### config.mk
export PLATFORM = sky130hd
export DESIGN_NAME = rml_link
export DESIGN_NICKNAME = d
export VERILOG_FILES = /design/src/pkg/rml_pkg.sv /design/src/rtl/rml_fifo.sv /design/src/rtl/rml_tx.sv /design/src/rtl/rml_link.sv
export SDC_FILE = /design/constraint.sdc
export NUM_CORES = 1
export LEC_CHECK = 0
export ABC_AREA = 0
export BUFFER_PORTS_ARGS = -buffer_cell sky130_fd_sc_hd__buf_2
export CAP_MARGIN = 20
export CORE_MARGIN = 4
export CORE_UTILIZATION = 60
export DETAILED_ROUTE_END_ITERATION = 16
export PLACE_DENSITY = 0.8
export SLEW_MARGIN = 20
export SYNTH_ARGS = -nofsm -noshare
export SYNTH_HDL_FRONTEND = slang
export SYNTH_HIERARCHICAL = 1
export SYNTH_SLANG_ARGS = --single-unit
### constraint.sdc
create_clock -name ref_clk -period 16.5 [get_ports ref_clk]
set_input_delay 1.65 -clock ref_clk [delete_from_list [all_inputs] [get_ports ref_clk]]
set_output_delay 1.65 -clock ref_clk [all_outputs]
set_load 0.02 [all_outputs]
### src/pkg/rml_pkg.sv
package rml_pkg;
	localparam int CLK_HZ = 250_000_000;
	localparam int FIFO_DEPTH = 8;
	localparam int GAP_BITS = 39;
	localparam int REPLY_START_MAX_MS = 100;
	localparam int REPLY_START_MAX_CYC = CLK_HZ / 1000 * REPLY_START_MAX_MS;
	localparam int RELEASE_MAX_MS = 2;
	localparam int RELEASE_MAX_CYC = CLK_HZ / 1000 * RELEASE_MAX_MS;
	localparam logic [3:0] CHAR_BITS_PAR = 4'hb;
	localparam logic [3:0] CHAR_BITS_NOPAR = 4'ha;
	localparam logic [1:0] PAR_NONE = 2'h0;
	localparam logic [1:0] PAR_EVEN = 2'h1;
	localparam logic [1:0] PAR_ODD = 2'h2;
	localparam logic [7:0] BCAST_ADDR = 8'h00;
	localparam logic [7:0] NODE_MIN = 8'h01;
	localparam logic [7:0] NODE_MAX = 8'hf7;
	localparam logic [7:0] FN_READ = 8'h03;
	localparam logic [7:0] FN_COIL = 8'h05;
	localparam logic [7:0] FN_WRITE = 8'h06;
	localparam logic [7:0] EXC_FLAG = 8'h80;
	localparam logic [7:0] EXC_NONE = 8'h00;
	localparam logic [7:0] EXC_FUNC = 8'h01;
	localparam logic [7:0] EXC_VALUE = 8'h03;
	localparam logic [7:0] EXC_FAIL = 8'h04;
	localparam logic [15:0] COIL_ON = 16'hff00;
	localparam logic [15:0] COIL_OFF = 16'h0000;
	localparam logic [15:0] READ_MAX = 16'h007d;
	localparam logic [15:0] CRC_INIT = 16'hffff;
	localparam logic [15:0] CRC_POLY = 16'ha001;
	localparam logic [15:0] CRC_GOOD = 16'h0000;
	localparam logic [3:0] REQ_LEN = 4'h8;
	localparam logic [3:0] MIN_LEN = 4'h4;

	typedef struct packed {
		logic [2:0] link_rate_select;
		logic [1:0] parity_select;
		logic [7:0] node_addr;
	} rml_cfg_t;

	typedef struct packed {
		logic write;
		logic coil;
		logic broadcast;
		logic [15:0] reg_addr;
		logic [15:0] value;
	} rml_req_t;

	function automatic logic [17:0] rate_div(input int clk_hz,
		input logic [2:0] sel);
		case (sel)
			3'h0: return 18'(clk_hz / 1200);
			3'h1: return 18'(clk_hz / 2400);
			3'h2: return 18'(clk_hz / 4800);
			3'h3: return 18'(clk_hz / 9600);
			3'h4: return 18'(clk_hz / 19200);
			3'h5: return 18'(clk_hz / 38400);
			3'h6: return 18'(clk_hz / 57600);
			default: return 18'(clk_hz / 115200);
		endcase
	endfunction

	function automatic logic parity_bit(input logic [7:0] d,
		input logic [1:0] sel);
		return (sel == PAR_ODD) ? ~^d : ^d;
	endfunction

	function automatic logic [15:0] crc16_step(input logic [15:0] crc,
		input logic [7:0] d);
		logic [15:0] c;
		c = crc ^ {8'h00, d};
		for (int i = 0; i < 8; i++)
			c = c[0] ? ((c >> 1) ^ CRC_POLY) : (c >> 1);
		return c;
	endfunction
endpackage

### src/rtl/rml_fifo.sv
`timescale 1ns/100ps
`default_nettype none
module rml_fifo
#(
	parameter int WIDTH = 8,
	parameter int DEPTH = 8
)
(
	input wire logic ref_clk,
	input wire logic sys_rst,
	input wire logic in_valid,
	output logic in_ready,
	input wire logic [WIDTH-1:0] in_data,
	output logic out_valid,
	input wire logic out_ready,
	output logic [WIDTH-1:0] out_data
);
	import rml_pkg::*;
	localparam int AW = (DEPTH > 1) ? $clog2(DEPTH) : 1;

	logic [WIDTH-1:0] mem [DEPTH];
	logic [AW-1:0] wr_ptr;
	logic [AW-1:0] rd_ptr;
	logic [AW:0] count;
	logic wr;
	logic rd;

	function automatic logic [AW-1:0] ptr_inc(input logic [AW-1:0] p);
		return (p == AW'(DEPTH - 1)) ? '0 : p + 1'b1;
	endfunction

	assign in_ready = (count != (AW+1)'(DEPTH));
	assign out_valid = (count != '0);
	assign out_data = mem[rd_ptr];
	assign wr = in_valid && in_ready;
	assign rd = out_valid && out_ready;

	always_ff @(posedge ref_clk)
	begin
		if (sys_rst)
		begin
			wr_ptr <= '0;
			rd_ptr <= '0;
			count <= '0;
		end
		else
		begin
			if (wr)
				wr_ptr <= ptr_inc(wr_ptr);
			if (rd)
				rd_ptr <= ptr_inc(rd_ptr);
			if (wr && !rd)
				count <= count + 1'b1;
			else if (rd && !wr)
				count <= count - 1'b1;
		end
	end

	always_ff @(posedge ref_clk)
	begin
		if (wr)
			mem[wr_ptr] <= in_data;
	end
endmodule
`default_nettype wire

### src/rtl/rml_tx.sv
`timescale 1ns/100ps
`default_nettype none
module rml_tx
(
	input wire logic ref_clk,
	input wire logic sys_rst,
	input wire logic [17:0] div,
	input wire logic [1:0] parity_select,
	input wire logic in_valid,
	output logic in_ready,
	input wire logic [7:0] in_data,
	output logic line_out,
	output logic line_oe,
	output logic busy
);
	import rml_pkg::*;

	logic [10:0] sh;
	logic [3:0] nbits;
	logic [17:0] cnt;
	logic last;
	logic [10:0] next_frame;

	// Without parity the stop bit is simply sent one slot early.
	assign next_frame = (parity_select == PAR_NONE) ?
		{2'b11, in_data, 1'b0} :
		{1'b1, parity_bit(in_data, parity_select), in_data, 1'b0};
	assign last = busy && (cnt == '0) && (nbits == 4'h1);
	// Back-to-back loading keeps the driver on between bytes of a reply.
	assign in_ready = !busy || last;
	assign line_out = sh[0];
	assign line_oe = busy;

	always_ff @(posedge ref_clk)
	begin
		if (sys_rst)
		begin
			sh <= '1;
			nbits <= '0;
			cnt <= '0;
			busy <= 1'b0;
		end
		else if (in_valid && in_ready)
		begin
			sh <= next_frame;
			nbits <= (parity_select == PAR_NONE) ? CHAR_BITS_NOPAR :
				CHAR_BITS_PAR;
			cnt <= div - 18'h0_0001;
			busy <= 1'b1;
		end
		else if (busy)
		begin
			if (cnt != '0)
				cnt <= cnt - 18'h0_0001;
			else
			begin
				sh <= {1'b1, sh[10:1]};
				nbits <= nbits - 4'h1;
				cnt <= div - 18'h0_0001;
				if (nbits == 4'h1)
					busy <= 1'b0;
			end
		end
	end
endmodule
`default_nettype wire

### src/rtl/rml_link.sv
`timescale 1ns/100ps
`default_nettype none
// Function
// - Acts only as slave, never starts transfers.
// - Own-address requests are processed and answered.
// - Broadcast requests are executed without reply; broadcast reads are dropped unexecuted.
// - Slave address zero marks a broadcast.
// - One master, 31 slaves, addresses to 247.
// - Own node address limited to 1..247.
// - Driver released within 2 ms after reply.
// - Reply starts within 100 ms of request.
// - Bit rate 1200 to 115200, both ends match.
// - Exactly eight selectable rates, 1.2 to 115.2k.
// - Eight data bits, optional parity, one stop.
// - Rate, parity, node address are user settings.
// - Function codes 03, 06 and 05 supported.
module rml_link
#(
	parameter int CLK_HZ = rml_pkg::CLK_HZ,
	parameter int FIFO_DEPTH = rml_pkg::FIFO_DEPTH,
	parameter int ACCESS_MAX_CYC = rml_pkg::REPLY_START_MAX_CYC / 2,
	parameter int REPLY_START_MAX_CYC = rml_pkg::REPLY_START_MAX_CYC,
	parameter int RELEASE_MAX_CYC = rml_pkg::RELEASE_MAX_CYC
)
(
	input wire logic ref_clk,
	input wire logic sys_rst,
	input wire rml_pkg::rml_cfg_t link_cfg,
	input wire logic bus_in,
	output logic bus_out,
	output logic bus_oe,
	output var rml_pkg::rml_req_t app_req,
	output logic app_req_valid,
	input wire logic app_ack,
	input wire logic [15:0] app_rdata
);
	import rml_pkg::*;

	typedef enum logic [2:0] {RX_IDLE, RX_START, RX_DATA, RX_PAR, RX_STOP}
		rml_rx_t;
	typedef enum logic [2:0] {S_IDLE, S_ACCESS, S_EMIT, S_HI, S_LO, S_CRC_LO,
		S_CRC_HI} rml_rsp_t;

	rml_cfg_t cfg;
	logic [17:0] div;
	logic node_ok;
	rml_rx_t rx_state;
	logic [17:0] rx_cnt;
	logic [2:0] rx_idx;
	logic [7:0] rx_sh;
	logic rx_par;
	logic byte_done;
	logic byte_err;
	logic [23:0] gap_cnt;
	logic [23:0] gap_lim;
	logic frame_end;
	logic [7:0] fbuf [8];
	logic [3:0] flen;
	logic [15:0] fcrc;
	logic fbad;
	logic frame_ok;
	logic is_bcast;
	logic is_mine;
	logic len8;
	logic fn_known;
	logic val_ok;
	logic [7:0] exc_code;
	logic accept;
	logic [15:0] f_val;
	rml_rsp_t rsp_state;
	logic [7:0] hdr [6];
	logic [2:0] hidx;
	logic [2:0] hlen;
	logic [6:0] words;
	logic [15:0] word;
	logic [15:0] rcrc;
	logic [31:0] acc_cnt;
	logic push;
	logic [7:0] push_byte;
	logic fifo_in_ready;
	logic fifo_out_valid;
	logic fifo_out_ready;
	logic [7:0] fifo_out_data;
	logic tx_busy;
	logic job_read;

	assign div = rate_div(CLK_HZ, cfg.link_rate_select);
	assign node_ok = (cfg.node_addr >= NODE_MIN) &&
		(cfg.node_addr <= NODE_MAX);

	// Settings are taken only on a quiet bus so no character is split.
	always_ff @(posedge ref_clk)
	begin
		if (sys_rst)
			cfg <= '0;
		else if (rx_state == RX_IDLE && rsp_state == S_IDLE && !tx_busy &&
			flen == '0)
			cfg <= link_cfg;
	end

	always_ff @(posedge ref_clk)
	begin
		byte_done <= 1'b0;
		if (sys_rst)
		begin
			rx_state <= RX_IDLE;
			rx_cnt <= '0;
			rx_idx <= '0;
			rx_sh <= '0;
			rx_par <= 1'b0;
			byte_err <= 1'b0;
			byte_done <= 1'b0;
		end
		else if (rx_state != RX_IDLE && rx_cnt != '0)
			rx_cnt <= rx_cnt - 18'h0_0001;
		else
		begin
			case (rx_state)
				RX_IDLE:
					// Own transmission is not received back on the half-duplex pair.
					if (!tx_busy && !bus_in)
					begin
						rx_state <= RX_START;
						rx_cnt <= {1'b0, div[17:1]};
					end
				RX_START:
				begin
					rx_state <= bus_in ? RX_IDLE : RX_DATA;
					rx_cnt <= div - 18'h0_0001;
					rx_idx <= '0;
				end
				RX_DATA:
				begin
					rx_sh <= {bus_in, rx_sh[7:1]};
					rx_idx <= rx_idx + 3'h1;
					rx_cnt <= div - 18'h0_0001;
					if (rx_idx == 3'h7)
						rx_state <= (cfg.parity_select == PAR_NONE) ? RX_STOP :
							RX_PAR;
				end
				RX_PAR:
				begin
					rx_par <= bus_in;
					rx_cnt <= div - 18'h0_0001;
					rx_state <= RX_STOP;
				end
				RX_STOP:
				begin
					byte_done <= 1'b1;
					byte_err <= !bus_in || (cfg.parity_select != PAR_NONE &&
						rx_par != parity_bit(rx_sh, cfg.parity_select));
					rx_state <= RX_IDLE;
				end
				default:
					rx_state <= RX_IDLE;
			endcase
		end
	end

	// Frames end after about three and a half characters of silence.
	assign gap_lim = 24'(div * GAP_BITS);
	assign frame_end = (rx_state == RX_IDLE) && (flen != '0) &&
		(gap_cnt == gap_lim - 24'h00_0001);

	always_ff @(posedge ref_clk)
	begin
		if (sys_rst || byte_done || rx_state != RX_IDLE)
			gap_cnt <= '0;
		else if (gap_cnt != gap_lim)
			gap_cnt <= gap_cnt + 24'h00_0001;
	end

	always_ff @(posedge ref_clk)
	begin
		if (sys_rst || frame_end)
		begin
			flen <= '0;
			fcrc <= CRC_INIT;
			fbad <= 1'b0;
		end
		else if (byte_done)
		begin
			if (flen < REQ_LEN)
				fbuf[flen[2:0]] <= rx_sh;
			if (flen != 4'hf)
				flen <= flen + 4'h1;
			fcrc <= crc16_step(fcrc, rx_sh);
			fbad <= fbad | byte_err;
		end
	end

	assign f_val = {fbuf[4], fbuf[5]};
	assign frame_ok = !fbad && fcrc == CRC_GOOD && flen >= MIN_LEN;
	assign is_bcast = (fbuf[0] == BCAST_ADDR);
	assign is_mine = node_ok && (fbuf[0] == cfg.node_addr);
	assign len8 = (flen == REQ_LEN);
	assign fn_known = fbuf[1] == FN_READ || fbuf[1] == FN_COIL ||
		fbuf[1] == FN_WRITE;
	assign val_ok = (fbuf[1] == FN_READ) ? (f_val != '0 && f_val <= READ_MAX) :
		(fbuf[1] == FN_COIL) ? (f_val == COIL_ON || f_val == COIL_OFF) : 1'b1;
	assign exc_code = !fn_known ? EXC_FUNC : (!len8 || !val_ok) ? EXC_VALUE :
		EXC_NONE;
	// Frames for other nodes, or arriving while a reply is pending, are dropped.
	assign accept = frame_end && frame_ok && rsp_state == S_IDLE &&
		(is_mine || is_bcast);
	assign job_read = !app_req.write && !app_req.coil;
	assign app_req_valid = (rsp_state == S_ACCESS);
	assign push = fifo_in_ready && (rsp_state == S_EMIT ||
		rsp_state == S_HI || rsp_state == S_LO || rsp_state == S_CRC_LO ||
		rsp_state == S_CRC_HI);

	always_comb
	begin
		case (rsp_state)
			S_EMIT: push_byte = hdr[hidx];
			S_HI: push_byte = word[15:8];
			S_LO: push_byte = word[7:0];
			S_CRC_LO: push_byte = rcrc[7:0];
			S_CRC_HI: push_byte = rcrc[15:8];
			default: push_byte = 8'h00;
		endcase
	end

	always_ff @(posedge ref_clk)
	begin
		if (sys_rst)
		begin
			rsp_state <= S_IDLE;
			app_req <= '0;
			hidx <= '0;
			hlen <= '0;
			words <= '0;
			word <= '0;
			rcrc <= CRC_INIT;
			acc_cnt <= '0;
		end
		else
		begin
			if (push && (rsp_state == S_EMIT || rsp_state == S_HI ||
				rsp_state == S_LO))
				rcrc <= crc16_step(rcrc, push_byte);
			case (rsp_state)
				S_IDLE:
					if (accept)
					begin
						for (int i = 0; i < 6; i++)
							hdr[i] <= fbuf[i];
						app_req.write <= (fbuf[1] == FN_WRITE);
						app_req.coil <= (fbuf[1] == FN_COIL);
						app_req.broadcast <= is_bcast;
						app_req.reg_addr <= {fbuf[2], fbuf[3]};
						app_req.value <= f_val;
						rcrc <= CRC_INIT;
						hidx <= '0;
						hlen <= 3'h6;
						words <= '0;
						acc_cnt <= '0;
						if (is_bcast)
							rsp_state <= (exc_code != EXC_NONE ||
								fbuf[1] == FN_READ) ? S_IDLE : S_ACCESS;
						else if (exc_code != EXC_NONE)
						begin
							hdr[1] <= fbuf[1] | EXC_FLAG;
							hdr[2] <= exc_code;
							hlen <= 3'h3;
							rsp_state <= S_EMIT;
						end
						else if (fbuf[1] == FN_READ)
						begin
							hdr[2] <= {f_val[6:0], 1'b0};
							hlen <= 3'h3;
							words <= f_val[6:0];
							rsp_state <= S_EMIT;
						end
						else
							rsp_state <= S_ACCESS;
					end
				S_ACCESS:
				begin
					acc_cnt <= acc_cnt + 32'h0000_0001;
					// A stalled application is cut off so the reply still starts in time.
					if (app_ack || acc_cnt == 32'(ACCESS_MAX_CYC - 1))
					begin
						acc_cnt <= '0;
						word <= app_ack ? app_rdata : 16'h0000;
						if (job_read)
							rsp_state <= S_HI;
						else if (app_req.broadcast)
							rsp_state <= S_IDLE;
						else
						begin
							if (!app_ack)
							begin
								hdr[1] <= hdr[1] | EXC_FLAG;
								hdr[2] <= EXC_FAIL;
								hlen <= 3'h3;
							end
							rsp_state <= S_EMIT;
						end
					end
				end
				S_EMIT:
					if (push)
					begin
						hidx <= hidx + 3'h1;
						if (hidx == hlen - 3'h1)
							rsp_state <= (words != '0) ? S_ACCESS : S_CRC_LO;
					end
				S_HI:
					if (push)
						rsp_state <= S_LO;
				S_LO:
					if (push)
					begin
						words <= words - 7'h01;
						app_req.reg_addr <= app_req.reg_addr + 16'h0001;
						rsp_state <= (words == 7'h01) ? S_CRC_LO : S_ACCESS;
					end
				S_CRC_LO:
					if (push)
						rsp_state <= S_CRC_HI;
				S_CRC_HI:
					if (push)
						rsp_state <= S_IDLE;
				default:
					rsp_state <= S_IDLE;
			endcase
		end
	end

	rml_fifo #(.WIDTH(8), .DEPTH(FIFO_DEPTH)) u_fifo (
		.ref_clk(ref_clk),
		.sys_rst(sys_rst),
		.in_valid(push),
		.in_ready(fifo_in_ready),
		.in_data(push_byte),
		.out_valid(fifo_out_valid),
		.out_ready(fifo_out_ready),
		.out_data(fifo_out_data)
	);

	// The driver is enabled only while the serializer holds a reply byte.
	rml_tx u_tx (
		.ref_clk(ref_clk),
		.sys_rst(sys_rst),
		.div(div),
		.parity_select(cfg.parity_select),
		.in_valid(fifo_out_valid),
		.in_ready(fifo_out_ready),
		.in_data(fifo_out_data),
		.line_out(bus_out),
		.line_oe(bus_oe),
		.busy(tx_busy)
	);

	logic job_live;
	logic [31:0] wait_cnt;
	logic [31:0] rel_cnt;
	logic [23:0] char_cnt;
	logic [23:0] char_len;

	// A driver still on after one full character frame was never released.
	assign char_len = 24'(div) * ((cfg.parity_select == PAR_NONE) ?
		24'(CHAR_BITS_NOPAR) : 24'(CHAR_BITS_PAR));

	always_ff @(posedge ref_clk)
	begin
		if (sys_rst)
		begin
			job_live <= 1'b0;
			wait_cnt <= '0;
			rel_cnt <= '0;
			char_cnt <= '0;
		end
		else
		begin
			if (accept && !is_bcast)
				job_live <= 1'b1;
			else if (rsp_state == S_IDLE && !fifo_out_valid && !tx_busy)
				job_live <= 1'b0;
			wait_cnt <= (job_live && !bus_oe) ? wait_cnt + 32'h0000_0001 : '0;
			if (fifo_out_valid && fifo_out_ready)
				char_cnt <= '0;
			else if (bus_oe && char_cnt != '1)
				char_cnt <= char_cnt + 24'h00_0001;
			rel_cnt <= (bus_oe && char_cnt >= char_len) ?
				rel_cnt + 32'h0000_0001 : '0;
		end
	end
endmodule
`default_nettype wire

* Yosys cells after proc, flatten, opt, wreduce, memory -nomap -nowiden
Memory sizes are Yosys's and may differ from the RTL's. A register that Yosys moved wholly into a read port is not among the register bits. Cells that the tools add are included. Widths: inputs -> output; s select.
Storage, ports and cells: flip-flop bits (word level) 252, memory bits (writable) 176, output and inout port bits 38, logic and storage cells 371, memories 3
Cells by class: $add $sub $neg 17, multiply operators 1, order comparisons 5, equal/unequal tests 51, mux-type cells 138, bitwise operators 26, reduce and logical (&&, ||, !) cells 97
Memories:
- fbuf | depth 8, width 8, rd ports 6, clocked after Yosys merged registers in 0, write ports 1, RTL line rml_link.sv:57 | logic [7:0] fbuf [8];
- u_fifo.mem | depth 8, width 8, rd ports 1, clocked after Yosys merged registers in 1, write ports 1, RTL line rml_fifo.sv:21 | logic [WIDTH-1:0] mem [DEPTH];
- hdr | depth 6, width 8, rd ports 1, clocked after Yosys merged registers in 1, write ports 6, RTL line rml_link.sv:71 | logic [7:0] hdr [6];
Operators with widths (number):
- $mux 16 | 21
- $pmux 18 s7 | 1
- $mux 32 | 3
- $mux 18 | 5
- $mux 3 | 29
- $pmux 32 s2 | 1
- $sub 18x1->18 const B | 3
- $not 2->3 | 16
- $mux 1 | 42
- $mux 7 | 6
- $pmux 8 s5 | 1
- $pmux 18 s2 | 1
- $reduce_bool 18->1 | 2
- $mux 11 | 3
- $add 32x1->32 const B | 1
- $eq 32x24->1 const B | 1
- $logic_not 16->1 | 2
- $mux 8 | 4
- $pmux 16 s2 | 1
- $xor 16x8->16 | 2
- $eq 3x3->1 const B | 10
- $logic_and 1x1->1 | 25
- $add 24x1->24 const B | 1
- $eq 24x24->1 | 1
- other kinds (61) | 153

* Longest topological paths before layout
word-level depth 22, gate-level depth with buffers 26, mapped depth without buffers 22

* Modules after synthesis
The synthesis kept the hierarchy.
By module, submodules not included:
- rml_link | times used 1, cells an instance 2081, area each 17917.2 um2, seq. area each 7096.8 um2
- rml_fifo | times used 1, cells an instance 168, area each 3130.5 um2, seq. area each 2182.1 um2
- rml_tx | times used 1, cells an instance 284, area each 2273.4 um2, seq. area each 660.6 um2

* Worst setup path before layout
No wires, ideal clock.
path type reg2reg, start reg cfg[11] (netlist name), end mem hdr[2][2], data pin, library setup time 0.344 ns, data arrival time 6.889 ns, slack 9.267 ns, stages on the path, launching flop included 24, path buffers 3, clock period less this slack 7.233 ns, path through dfxtp_1 buf_2 nand2b_1 clkbuf_1 a21oi_1 a21oi_1 ha_1 ha_1 ha_1 inv_1 fa_1 inv_1 ha_1 clkbuf_1 or3_1 a21oi_1 a311oi_1 nand4b_2 or4_4 nand2_1 nand3_1 or3_1 nor2_1 a31oi_1
RTL lines:
- start: declaration | RTL line rml_link.sv:44 | rml_cfg_t cfg;
- start signal: assignment | RTL line rml_link.sv:98 | cfg <= link_cfg;
- end: declaration | RTL line rml_link.sv:71

* Worst setup path after layout
start reg cfg[10] (netlist name), end reg words[2]
On the way: longest elaborated chain between the ends 11, elaborated cells between the ends (all ways) 17, classes of those cells add/sub: 1; mul: 1; eq/ne: 8; mux: 1; reduce/logical: 6
Ends and longest elaborated chain:
- $eq 3x3->1, or another cell as far along | RTL line rml_pkg.sv:50 | case (sel)
- $pmux 18 s7 (*) | RTL line rml_pkg.sv:50
- via div[8] | RTL line rml_link.sv:45 | logic [17:0] div;
- $mul 18x6->24 (*) | RTL line rml_link.sv:161 | assign gap_lim = 24'(div * GAP_BITS);
- $sub 24x1->24 (*) | RTL line rml_link.sv:163 | (gap_cnt == gap_lim - 24'h00_0001);
- $eq 24x24->1 (*) | RTL line rml_link.sv:163
- $logic_and 1x1->1 (*) | RTL line rml_link.sv:162 | assign frame_end = (rx_state == RX_IDLE) && (flen != '0) &&
- $logic_and 1x1->1 (*) (3 in series) | RTL line rml_link.sv:204 | assign accept = frame_end && frame_ok && rsp_state == S_IDLE &&
- $ne 2x2->1 (no line) (*)
- $reduce_and 3->1 (no line) (*)
- end signal: assignment | RTL line rml_link.sv:272 | words <= f_val[6:0];
- end signal: assignment | RTL line rml_link.sv:315 | words <= words - 7'h01;
- end: declaration | RTL line rml_link.sv:74 | logic [6:0] words;
Mark *: on every way through the listed nets, which the timed path passes. The rest lies on a longest branch. A chain may end at the register's enable or synchronous reset.

==> results.tsv <==
metric	value	unit
layout_setup_ws	8.39	ns
cp_max_fo	72	
place_ws	8.38	ns
nets	2680	
ys_types	96	
ant_nets	0	
cts-root-buf	clkbuf_16	
synthArstFlopShare	0	
row_count	71	
gp_congestion	0.947	
crit_start	cfg[10]	
fmax	123	MHz
htree_levels	2	
reg2reg_slack	8.39	ns
ff2ff_path_depth	23	
grt_overflow	0	
netlist_instances	2533	
path_clk_slew	0.06	ns
coreArea	38000	um2
start_kind	flip-flop	
insertion_delay	0.58	ns
synthesis.area	23300	um2
hp-class	flip-flop to flip-flop	
wire_per_inst	20.5	um
drt_drc_violations_left	0	
cts_hold_buffers	0	
post_cts_resized	0	
cts.sinks	417	
hpwl	44.5	mm
die_y	205	um
rsz0062_at_grt	no	
r2r_start	cfg[10]	
cp-end-kind	flip-flop	
yosys_warnings	6	
seq_area	9940	um2
grt_pass1_vias	19000	
setup_viol	0	
hold_depth	2	
routed_via_density	6.44	
relSlewSlack	0.243	
synth-edff-count	159	
synth.net_count	2666	
critPathKind	flip-flop to flip-flop	
arrival	8.57	ns
ys.flop_type	dfxtp_1	
area_delta_synth_final	9.41	%
hold_viol_final	0	
drtIter0Drc	2203	
worst_slew_pin_slew	1.14	ns
vias	19900	
postCtsSetupBuffers	0	
cts_buffer_depth	3	
maxCapViolCount	0	
cts_tree	yes	
finClkSkew	0.0260	ns
port_buffers	70	
synth_seq_cells	417	
multiInputGateArea	12400	um2
io_pins	71	
wirelength	63.5	mm
yosysSeqAreaShare	0.426	
hold_start	app_req[12]	
min_period	8.11	ns
slew_viol_final	0	
drt_pre_antenna_iters	6	
status	finished clean	
timing.final.crit_share	0.492	
grt_pass1_wl	101	mm
avgSynthCellArea	9.21	um2
nFillCells	3005	
required	16.96	ns
dieWidth	205	um
initial_core_util	0.613	
cts_buffers	43	
grt_max_degree	73	
antenna_found_initial	1	
grt_usage	0.297	
rr_endpoint	words[2]	
whs_endpoint	app_req[12]	
final.setup.tns	0	ns
dieArea	42100	um2
final_layout_size_suffix_gt1_frac	0.0880	
-- worst max-delay path by stage --
stage / endpoint / slack (ns) / cells after the start
global route: app_req[16] / 7.82 / 23
CTS: acc_cnt[26] / 8.38 / 22
floorplan: hdr[2][2] / 9.27 / 23
global placement: acc_cnt[24] / 8.82 / 22
finish: words[2] / 8.39 / 23
detailed placement: acc_cnt[26] / 8.38 / 22
-- cells in the final DEF (no fill, tap or decap), types with 69 or more instances in the layout --
cell,n
o21ai_0,126
a21oi_1,184
inv_1,116
edfxtp_1,159
nor2_1,213
nor3_1,70
buf_2,69
ha_1,84
nand2_1,294
dfxtp_1,258
xnor2_1,128
nand3_1,72
-- Yosys cell counts, types with 10 or more instances --
cell type / n / share of area
a211oi_1: 43 / 0.014
a21o_1: 12 / 0.0039
a21oi_1: 184 / 0.039
a22o_1: 10 / 0.0038
a22oi_1: 28 / 0.0090
a311oi_1: 10 / 0.0038
a31oi_1: 25 / 0.0067
and2_1: 11 / 0.0030
and3_1: 36 / 0.0097
buf_2: 13 / 0.0028
clkbuf_1: 103 / 0.017
dfxtp_1: 258 / 0.22
edfxtp_1: 159 / 0.20
fa_1: 16 / 0.014
ha_1: 84 / 0.045
inv_1: 116 / 0.019
mux2_2: 15 / 0.0072
mux2i_1: 43 / 0.018
mux4_1: 15 / 0.017
nand2_1: 294 / 0.047
nand2b_1: 25 / 0.0067
nand3_1: 73 / 0.016
nand4_1: 27 / 0.0072
nor2_1: 214 / 0.034
nor2b_1: 19 / 0.0051
nor3_1: 73 / 0.016
nor3b_1: 10 / 0.0032
nor4_1: 42 / 0.011
o211ai_1: 20 / 0.0064
o21ai_0: 130 / 0.028
o22ai_1: 13 / 0.0035
or3_1: 44 / 0.012
or4_1: 16 / 0.0052
xnor2_1: 128 / 0.048
xor2_1: 46 / 0.017
-- stage by stage --
stage | instance area [um2] | util | hold WS, ns | std cells
final | 25500 | 0.671 | 0.454 | 3093
after global routing | 25500 | 0.671 | 0.480 | 3093
after CTS | 25500 | 0.671 | 0.455 | 3092
after detailed placement | 24000 | 0.632 | 0.441 | 3013
after global placement | 24000 | 0.631 | 0.438 | 3012
after floorplan | 23300 | - | 0.421 | 2533
-- critical path, stage by stage (launching register included) --
cell	delay, ns
dfxtp_1	0.31
buf_4	0.30
nor2b_1	0.74
xnor2_1	0.43
inv_1	0.20
ha_1	0.33
ha_1	0.28
ha_1	0.28
inv_1	0.06
fa_1	0.54
inv_1	0.04
ha_1	0.48
nand3_1	0.24
a2111oi_2	0.38
o31ai_1	0.20
a31oi_1	0.28
mux2i_1	0.14
or4_1	0.60
a211oi_2	0.29
o2111ai_4	0.14
buf_4	0.33
nand2_1	0.70
o21ai_0	0.22
a221oi_1	0.37
-- cell type report --
class,instances,share of cell area
clock buffers,57,0.0475
multi-input cells,1869,0.488
clock inverters,22,0.0106
well taps,511,0.0251
inverters,118,0.0174
repair buffers,98,0.0222
flip-flops and latches,417,0.390
diodes,1,0.0000981
-- per-layer routing --
layer / track usage / wire [um] / vias up
met5: 0 / 0 / -
met4: 0.0933 / 2040 / 0
met3: 0.0538 / 5440 / 148
met2: 0.468 / 29000 / 942
met1: 0.419 / 27000 / 9589
li1: - / - / 9234
-- kinds of logic after synthesis --
group                      after synthesis  share of synthesized area
and+or+nand+nor                        924                      0.192
AOI/OAI and AO/OA                      585                      0.161
DFF                                    417                      0.426
buffers and inverters                  247                     0.0422
xor gates and xnor gates               177                     0.0684
adders and majority gates              100                     0.0588
muxes                                   82                     0.0513
other                                    1                   0.000161
-- sequential cells by signal, summed over array words and instances (netlist names), 10 cells and up, named ones only --
register and cells:
u_fifo/mem 64, fbuf 48, hdr 48, app_req 35, acc_cnt 32, gap_cnt 24
rx_cnt 18, u_tx/cnt 18, fcrc 16, rcrc 16, word 16, cfg 13
u_tx/sh 10
Power is left out: the tool's default activity adds up to more than one toggle a clock period on the data nets, which glitch-free logic cannot reach.
